**config.mk**
```make
export PLATFORM = sky130hd
export DESIGN_NAME = irq_word_three
export DESIGN_NICKNAME = d
export VERILOG_FILES = /design/src/irq_word_three_pkg.sv /design/src/irq_word_three.sv /design/src/rise_detect.sv
export SDC_FILE = /design/constraint.sdc
export NUM_CORES = 1
export LEC_CHECK = 0
export ABC_AREA = 1
export BUFFER_PORTS_ARGS = -buffer_cell sky130_fd_sc_hd__buf_2
export CAP_MARGIN = 10
export CORE_UTILIZATION = 39
export CTS_BUF_LIST = sky130_fd_sc_hd__clkbuf_16
export DETAILED_ROUTE_END_ITERATION = 6
export HOLD_SLACK_MARGIN = 0.12
export PLACE_DENSITY = 0.73
export SLEW_MARGIN = 20
export SYNTH_ARGS = -nofsm -noshare
export SYNTH_HDL_FRONTEND = slang
export SYNTH_SLANG_ARGS = --single-unit
```
**constraint.sdc**
```tcl
create_clock -name sys_clk -period 0.8 [get_ports sys_clk]
set_input_delay 0.2 -clock sys_clk [delete_from_list [all_inputs] [get_ports sys_clk]]
set_output_delay 0.2 -clock sys_clk [all_outputs]
set_load 0.02 [all_outputs]
```
**src/irq_word_three_pkg.sv**
```systemverilog
`default_nettype none
package irq_word_three_pkg;
   // ==========================================================
   // register map of the microprocessor port
   localparam logic [4:0] ENABLE_WORD_THREE_ADDR = 5'h1e;
   localparam logic [7:0] ENABLE_WORD_THREE_RESET = 8'h00;
   // ==========================================================
   // field positions inside the enable word
   localparam int FIRST_LINK_CTRL_IRQ_ENABLE = 7;
   localparam int SECOND_LINK_CTRL_IRQ_ENABLE = 6;
   localparam int THIRD_LINK_CTRL_IRQ_ENABLE = 5;
   localparam int JITTER_FIFO_IRQ_ENABLE = 4;
   localparam int ONE_SECOND_IRQ_ENABLE = 3;
   localparam int FIVE_SECOND_IRQ_ENABLE = 2;
   localparam int REMOTE_CRC_IRQ_ENABLE = 1;
   localparam int SIGNALLING_CHANGE_IRQ_ENABLE = 0;
   // ==========================================================
   // event sources seen by the block
   typedef struct packed {
      logic [2:0] link_ctrl_event;   // already unmasked inside each controller
      logic jitter_fifo_near_limit;  // within four bytes of over/underflow
      logic one_second_flag;
      logic five_second_flag;
      logic remote_alarm_crc_flag;
      logic signalling_change;       // any received abcd bit changed
   } event_s;
   // microprocessor port access
   typedef struct packed {
      logic wr_en;
      logic rd_en;
      logic [4:0] addr;
      logic [7:0] wdata;
   } cpu_req_s;
endpackage
`default_nettype wire

```
**src/irq_word_three.sv**
```systemverilog
`timescale 1ns/1ps
`default_nettype none
module irq_word_three (
   input wire logic sys_clk,
   input wire logic nrst,
   input wire irq_word_three_pkg::cpu_req_s cpu_req,
   input wire irq_word_three_pkg::event_s events,
   input wire logic other_words_irq,
   output logic [7:0] rdata_q,
   output logic [7:0] enable_q,
   output logic irq_q
);
   import irq_word_three_pkg::*;

   logic [2:0] status_rise;
   logic [7:0] gated;
   logic irq_d;

   function automatic logic word_hit(input logic [4:0] a);
      return a == ENABLE_WORD_THREE_ADDR;
   endfunction

   // ==========================================================
   // register port
   always_ff @(posedge sys_clk or negedge nrst) begin
      if (!nrst) begin
         enable_q <= ENABLE_WORD_THREE_RESET;
      end else if (cpu_req.wr_en && word_hit(cpu_req.addr)) begin
         enable_q <= cpu_req.wdata;
      end
   end

   // read data, zero for other addresses
   always_ff @(posedge sys_clk or negedge nrst) begin
      if (!nrst) begin
         rdata_q <= 8'h00;
      end else if (cpu_req.rd_en && word_hit(cpu_req.addr)) begin
         rdata_q <= enable_q;
      end else begin
         rdata_q <= 8'h00;
      end
   end

   // ==========================================================
   // edge detection of status flags
   rise_detect u_rise (
      .sys_clk(sys_clk),
      .nrst(nrst),
      .level({events.one_second_flag, events.five_second_flag, events.remote_alarm_crc_flag}),
      .rise(status_rise)
   );

   // source gating by the enable word
   always_comb begin
      gated = 8'h00;
      gated[FIRST_LINK_CTRL_IRQ_ENABLE] = events.link_ctrl_event[0] &
         enable_q[FIRST_LINK_CTRL_IRQ_ENABLE];
      gated[SECOND_LINK_CTRL_IRQ_ENABLE] = events.link_ctrl_event[1] &
         enable_q[SECOND_LINK_CTRL_IRQ_ENABLE];
      gated[THIRD_LINK_CTRL_IRQ_ENABLE] = events.link_ctrl_event[2] &
         enable_q[THIRD_LINK_CTRL_IRQ_ENABLE];
      gated[JITTER_FIFO_IRQ_ENABLE] = events.jitter_fifo_near_limit &
         enable_q[JITTER_FIFO_IRQ_ENABLE];
      gated[ONE_SECOND_IRQ_ENABLE] = status_rise[2] &
         enable_q[ONE_SECOND_IRQ_ENABLE];
      gated[FIVE_SECOND_IRQ_ENABLE] = status_rise[1] &
         enable_q[FIVE_SECOND_IRQ_ENABLE];
      gated[REMOTE_CRC_IRQ_ENABLE] = status_rise[0] &
         enable_q[REMOTE_CRC_IRQ_ENABLE];
      gated[SIGNALLING_CHANGE_IRQ_ENABLE] = events.signalling_change &
         enable_q[SIGNALLING_CHANGE_IRQ_ENABLE];
      irq_d = (|gated) | other_words_irq;
   end

   // registered interrupt request
   always_ff @(posedge sys_clk or negedge nrst) begin
      if (!nrst) begin
         irq_q <= 1'b0;
      end else begin
         irq_q <= irq_d;
      end
   end

   // level sources other than the one under test are idle
   logic quiet;
   assign quiet = !other_words_irq && !events.jitter_fifo_near_limit &&
      !events.signalling_change && events.link_ctrl_event == 3'h0;

   // source levels laid out in enable bit order
   logic [7:0] src_level;
   assign src_level = {events.link_ctrl_event[0], events.link_ctrl_event[1],
      events.link_ctrl_event[2], events.jitter_fifo_near_limit, events.one_second_flag,
      events.five_second_flag, events.remote_alarm_crc_flag, events.signalling_change};
endmodule // irq_word_three
`default_nettype wire

```
**src/rise_detect.sv**
```systemverilog
`timescale 1ns/1ps
`default_nettype none
module rise_detect (
   input wire logic sys_clk,
   input wire logic nrst,
   input wire logic [2:0] level,
   output logic [2:0] rise
);
   logic [2:0] level_q;

   // ==========================================================
   // previous level of each status flag
   always_ff @(posedge sys_clk or negedge nrst) begin
      if (!nrst) begin
         level_q <= 3'h0;
      end else begin
         level_q <= level;
      end
   end

   // zero to one transition only
   assign rise = level & ~level_q;
endmodule // rise_detect
`default_nettype wire
```
==> impl_metrics.tcl, run 1 <==
set metrics [dict create \
    max-cap-violations 0 \
    syn-num-nets 112 \
    synth_cell_types 12 \
    drt-initial-drc-count 3 \
    clock-sinks 20 \
    cp_slowest_cell "dfrtp_2" \
    gr-usage-all-layers_pct 20.88 \
    synth_area_leaders "dfrtp_1 (61%), nand2_1 (12%), nand4_1 (6.1%)" \
    ys_seq_area_share_pct 60.88 \
    postLayoutSetupSlackWorst_ns -0.2316 \
    cp-start-kind "register" \
    drive_gt1_share_pct 56.08 \
    dp_slack_ns -0.1047 \
    critPathMaxFanout 3 \
    core_area_um2 1962 \
    drt_wl_total_um 2194 \
    htree_levels 1 \
    io_buffers 42 \
    vias 792 \
    synth.most_common_cell "nand2_1" \
    ys.flop_type "dfrtp_1" \
    period_needed_ns 1.032 \
    final_area_um2 1465 \
    endpoint_kind "primary output" \
    initial_utilization_pct 41.90 \
    yosys-top-cells-count "nand2_1 (27), dfrtp_1 (20), inv_1 (11), nor2_1 (11), nand4_1 (8)" \
    grt_pass1_vias 748 \
    nNetsFinal 175 \
    timing.slew.headroom_pct 82.42 \
    powerDensity_nw_per_um2 2154 \
    total_power_mw 3.156 \
    synth_top_cell_area_share_pct 60.88 \
    clk_pin_slew_ns 0.05 \
    hold_violations 0 \
    wl_per_cell_um 12.54 \
    synth-edff-count 0 \
    synth_cells 86 \
    syn-cell-area_um2 822.0 \
    skew_ns 0.001227 \
    crit_family "flip-flops" \
    status "finished with violations" \
    die_w_um 47.91 \
    worst_pin_slew_ns 0.2637 \
    multiInputGateArea_um2 301.5 \
    ys_ff_latch 20 \
    cellLeakagePower_nw 0.7617 \
    clkLatencyLatePin_ns 0.25 \
    routabilityCongestion 0.7408 \
    antenna_found_initial 0 \
    drtAntennaViolNets 0 \
    root_buffer "clkbuf_16" \
    utilization_pct 74.68 \
    grt_pass1_wl_um 3194 \
    vias_per_cell 4.526 \
    rsz0062_at_grt "yes" \
    drcViolationCount 0 \
    regArea_um2 509.2 \
    path_buf_inv 1 \
    crit_chain "buf_6" \
    rows 16 \
    place_area_um2 1115 \
    crit_type "reg -> out" \
    cts_made_buffers 3 \
    diodes 0 \
    synth_top_cell_by_area "dfrtp_1" \
    cts_tree "yes" \
    drt-pass1-iter-count 4 \
    yosys_warnings 0 \
    arrival_ns 0.83 \
    synthToLayoutAreaGrowth_pct 78.24 \
    die_h_um 47.91 \
    dp_hpwl_um 1224 \
    finalMaxSlewViolations 0 \
    fillerInstances 129 \
    async_flop_share_pct 100.0 \
    timing.final.crit_share_pct 128.9 \
    synth_area_per_cell_um2 9.559 \
    slowest_delay_ns 0.44 \
    hp-class "in -> reg" \
    ios 43 \
    grt-ovfl-total 0 \
    clockBufferDepth 2 \
    violations "negative setup slack" \
    setup_violations 27 \
    die_area_um2 2295 \
    peakVddDrop_uv 1362 \
    cp.required_ns 0.60 \
    grt_max_degree 21 \
    fmaxAchievable_ghz 0.9694 \
]
-- layout by cell type, fill, tap and decap left out --
cell type and n:
clkbuf_16 3, inv_1 8, nand4_1 8, nor2_8 1, clkbuf_4 1, buf_2 24
dfrtp_1 13, clkinv_1 1, nor2_2 2, nand3_4 2, inv_4 1, nor2_1 9
dfrtp_2 7, dlygate4sd3_1 4, buf_4 3, inv_2 3, buf_6 27, nand2_1 19
nand3b_1 1, nand2_2 8, nand3_1 2, nand2_4 1
-- cell families (layout without fill, tap and decap cells) --
family	after synthesis	in the layout	synth area share (%)
simple gates	53	53	33.03
flops	20	20	60.88
buf+inv	13	75	6.087
-- state kept, by name (all words and copies together), names as in the netlist --
register        cells
rdata_q             8
enable_q            8
u_rise.level_q      3
irq_q               1
-- routing by layer --
metal / GRT usage, % / up-vias / routed length, µm
li1: - / 393 / -
met1: 25.06 / 360 / 930
met2: 37.03 / 37 / 1142
met3: 3.396 / 2 / 100
met4: 8.333 / 0 / 19
met5: 0 / - / 0
-- cell type report --
cell class,count,area share [%]
Multi-Input combinational cell,53,20.58
Sequential cell,20,34.76
Tap cell,27,2.306
Timing Repair Buffer,59,33.73
Clock buffer,3,5.124
Clock inverter,1,0.2562
Inverter,12,3.245
-- repair_timing --
| item | in CTS | in global routing |
|---|---|---|
| buffers inserted | 6 | 1 |
| pin swaps | 7 | 2 |
| gates resized for setup | 47 | 13 |
| hold buffers | 4 | 0 |
| hold endpoints to repair | 23 | 0 |
| endpoints found under the setup margin | 18 | 50 |
-- power breakdown --
part / internal (mW) / total, mW / switching, mW
clock network: 0.665 / 1.01 / 0.347
logic: 0.501 / 0.929 / 0.429
registers: 1.12 / 1.22 / 0.0959
total: 2.28 / 3.16 / 0.871
-- worst paths after layout --
path | start | endpoint | cells past startpoint | slack, ns
min in group asynchronous | nrst | rdata_q[7] | 2 | 0.39
max reg2reg | enable_q[4] | irq_q | 5 | -0.14
max in group asynchronous | nrst | enable_q[4] | 2 | 0.19
min | cpu_req[4] | enable_q[4] | 3 | 0.21
max | enable_q[7] | enable_q[7] | 1 | -0.23
min reg2reg | u_rise.level_q[1] | irq_q | 3 | 0.59
-- metrics by stage --
step                      TNS (ns)  hold slack (ns)  cells
after floorplan           -0.02722         -0.09559     86
after global placement     -0.6936           0.1516    160
after detailed placement    -1.135           0.1504    160
after CTS                   -3.263           0.1953    174
after global routing        -4.140           0.2250    175
final                       -3.632           0.2061    175
No activity file was read; power rests on OpenSTA's default activity.
==> run 2, diff against run 1 <==
ABC_AREA = 0   (was 1)
CORE_UTILIZATION = 37   (was 39)
PLACE_DENSITY = 0.72   (was 0.73)
==> run 2 against run 1 <==
Effect of this change: the run still ends with negative setup slack left; synthesized cell count down 43%; flip-flop and latch count did not move; critical path depth rose by 1; combinational power up 7.0%; die area decreased by 3.4%; sequential share of layout area about the same; count of clock-buffer cells in the layout stayed put; critical path type unchanged; global-route usage grew 1.5 points; largest cell class is now non-clock buffers; setup slack worse by 0.079 ns; hold slack worse by 0.032 ns; register-to-register slack got worse by 0.16 ns.
==> impl_metrics.tcl, run 2 <==
set metrics [dict create \
    crit_chain "buf_6 -> buf_6" \
    finalMaxSlewViolations 0 \
    powerDensity_nw_per_um2 2207 \
    routabilityCongestion 0.7251 \
    grt-ovfl-total 0 \
    cp-start-kind "register" \
    grt_pass1_wl_um 3105 \
    final_common_cell "buf_6" \
    path_buf_inv 2 \
    clk_pin_slew_ns 0.05 \
    arrival_ns 0.91 \
    final_area_um2 1456 \
    hp-class "in -> reg" \
    critPathMaxFanout 3 \
    crit_type "reg -> out" \
    clkLatencyLatePin_ns 0.25 \
    timing.slew.headroom_pct 82.11 \
    nNetsFinal 144 \
    slowest_delay_ns 0.41 \
    drcViolationCount 0 \
    grt_max_degree 21 \
    top_regs "enable_q x8, rdata_q x8, u_rise.level_q x3" \
    ios 43 \
    cellLeakagePower_nw 0.7699 \
    final_cell_mix "buf_6 (30), buf_2 (23), dfrtp_1 (16)" \
    diodes 0 \
    drt-pass1-iter-count 4 \
    fmaxAchievable_ghz 0.9004 \
    hold_violations 0 \
    vias 666 \
    postLayoutSetupSlackWorst_ns -0.3106 \
    synth_top_cell_area_share_pct 66.56 \
    crit_top_cell "buf_6" \
    htree_levels 1 \
    setup-tns-final_ns -5.495 \
    vias_per_cell 4.690 \
    timing.final.crit_share_pct 138.8 \
    die_w_um 47.08 \
    total_power_mw 3.214 \
    ys_ff_latch 20 \
    io_buffers 42 \
    regArea_um2 505.5 \
    syn-num-nets 75 \
    synth-edff-count 0 \
    drive_gt1_share_pct 69.23 \
    clock-sinks 20 \
    crit_family "flip-flops" \
    async_flop_share_pct 100.0 \
    skew_ns 0.001579 \
    multiInputGateArea_um2 291.5 \
    cp.required_ns 0.60 \
    synth_cells 49 \
    worst_pin_slew_ns 0.2684 \
    die_area_um2 2217 \
    cts_made_buffers 3 \
    peakVddDrop_uv 1366 \
    cp_slowest_cell "dfrtp_2" \
    drt-initial-drc-count 5 \
    place_area_um2 1097 \
    setup_violations 30 \
    synth_cell_types 15 \
    status "finished with violations" \
    max-cap-violations 0 \
    grt_pass1_vias 667 \
    drt_wl_total_um 2093 \
    initial_utilization_pct 41.31 \
    ys.flop_type "dfrtp_1" \
    core_area_um2 1821 \
    ys_seq_area_share_pct 66.56 \
    drtAntennaViolNets 0 \
    violations "negative setup slack" \
    antenna_found_initial 0 \
    rsz0062_at_grt "yes" \
    yosys-top-cells-count "dfrtp_1 (20), and2_1 (8), mux2_2 (5)" \
    wl_per_cell_um 14.74 \
    die_h_um 47.08 \
    gr-usage-all-layers_pct 22.43 \
    syn-cell-area_um2 752.0 \
    root_buffer "clkbuf_16" \
    synth_area_leaders "dfrtp_1 (67%), mux2_2 (7.5%), and2_1 (6.7%)" \
    cts_tree "yes" \
    endpoint_kind "primary output" \
    synth.most_common_cell "dfrtp_1" \
    synthToLayoutAreaGrowth_pct 93.68 \
    synth_top_cell_by_area "dfrtp_1" \
    fillerInstances 115 \
    synth_area_per_cell_um2 15.35 \
    rows 15 \
    period_needed_ns 1.111 \
    yosys_warnings 0 \
    clockBufferDepth 2 \
    dp_hpwl_um 1271 \
    utilization_pct 80.00 \
]
==> run 2: cell count changes after synthesis, sizes merged, moves of 2 or more <==
cell,before,now
a221oi,0,2
and2,0,8
inv,12,1
mux2,0,8
nand2,28,2
nand3,4,1
nand4,8,0
nor2,12,2
==> run 2: stage by stage <==
stage | std cells | setup slack, ns | hold slack (ns)
finish | 142 | -0.3106 | 0.1739
global route | 142 | -0.3329 | 0.1709
CTS | 140 | -0.2989 | 0.1708
detailed placement | 125 | -0.3878 | 0.1697
global placement | 125 | -0.3596 | 0.1574
floorplan | 49 | -0.2309 | -0.09559
==> run 2: report_power, final <==
part	total (mW)	switching [mW]	internal [mW]
Sequential	1.20	0.0789	1.12
Clock	1.02	0.358	0.665
Combinational	0.994	0.365	0.628
Total	3.21	0.802	2.41
==> run 2: final timing paths <==
check / to / start / cells past startpoint / slack (ns)
worst min register to register: rdata_q[7] / enable_q[7] / 1 / 0.58
worst max-delay path: enable_q[4] / enable_q[4] / 2 / -0.31
max in group asynchronous: enable_q[6] / nrst / 2 / 0.18
worst max register to register: irq_q / enable_q[3] / 4 / -0.30
min in group asynchronous: rdata_q[2] / nrst / 2 / 0.38
worst min-delay path: irq_q / other_words_irq / 3 / 0.17
==> run 2: cell type report <==
class,instances,share of cell area (%)
Timing Repair Buffer,64,37.46
Sequential cell,20,34.71
Multi-Input combinational cell,28,20.02
Clock buffer,3,5.155
Tap cell,25,2.148
Clock inverter,1,0.2577
Inverter,1,0.2577
==> run 2: kinds of logic after synthesis <==
kind of cell / Yosys count / share of synthesized area, %
AO/OA/AOI/OAI: 4 / 4.327
buffers and inverters: 1 / 0.4987
flip-flops: 20 / 66.56
multiplexers: 8 / 11.98
AND/OR/NAND/NOR: 16 / 16.64
==> run 2: worst min-delay path: stages <==
cell and delay (ns):
buf_2 0.07, a221oi_1 0.04, nand3_1 0.08
==> run 2: timing repair <==
item | 4_1_cts | 5_1_grt
endpoints found under the setup margin | 26 | 49
buffers inserted | 7 | 2
hold buffers | 4 | 0
gates resized for setup | 44 | 9
pin swaps | 1 | 1
hold endpoints to repair | 23 | 0
==> run 2: metal layers <==
metal | vias up | GRT usage (%) | part of all wire, %
met5 | - | 0 | 0
met2 | 35 | 40.28 | 57
met3 | 8 | 6.538 | 6.2
met4 | 0 | 12.57 | 2.7
li1 | 308 | - | -
met1 | 315 | 23.23 | 34
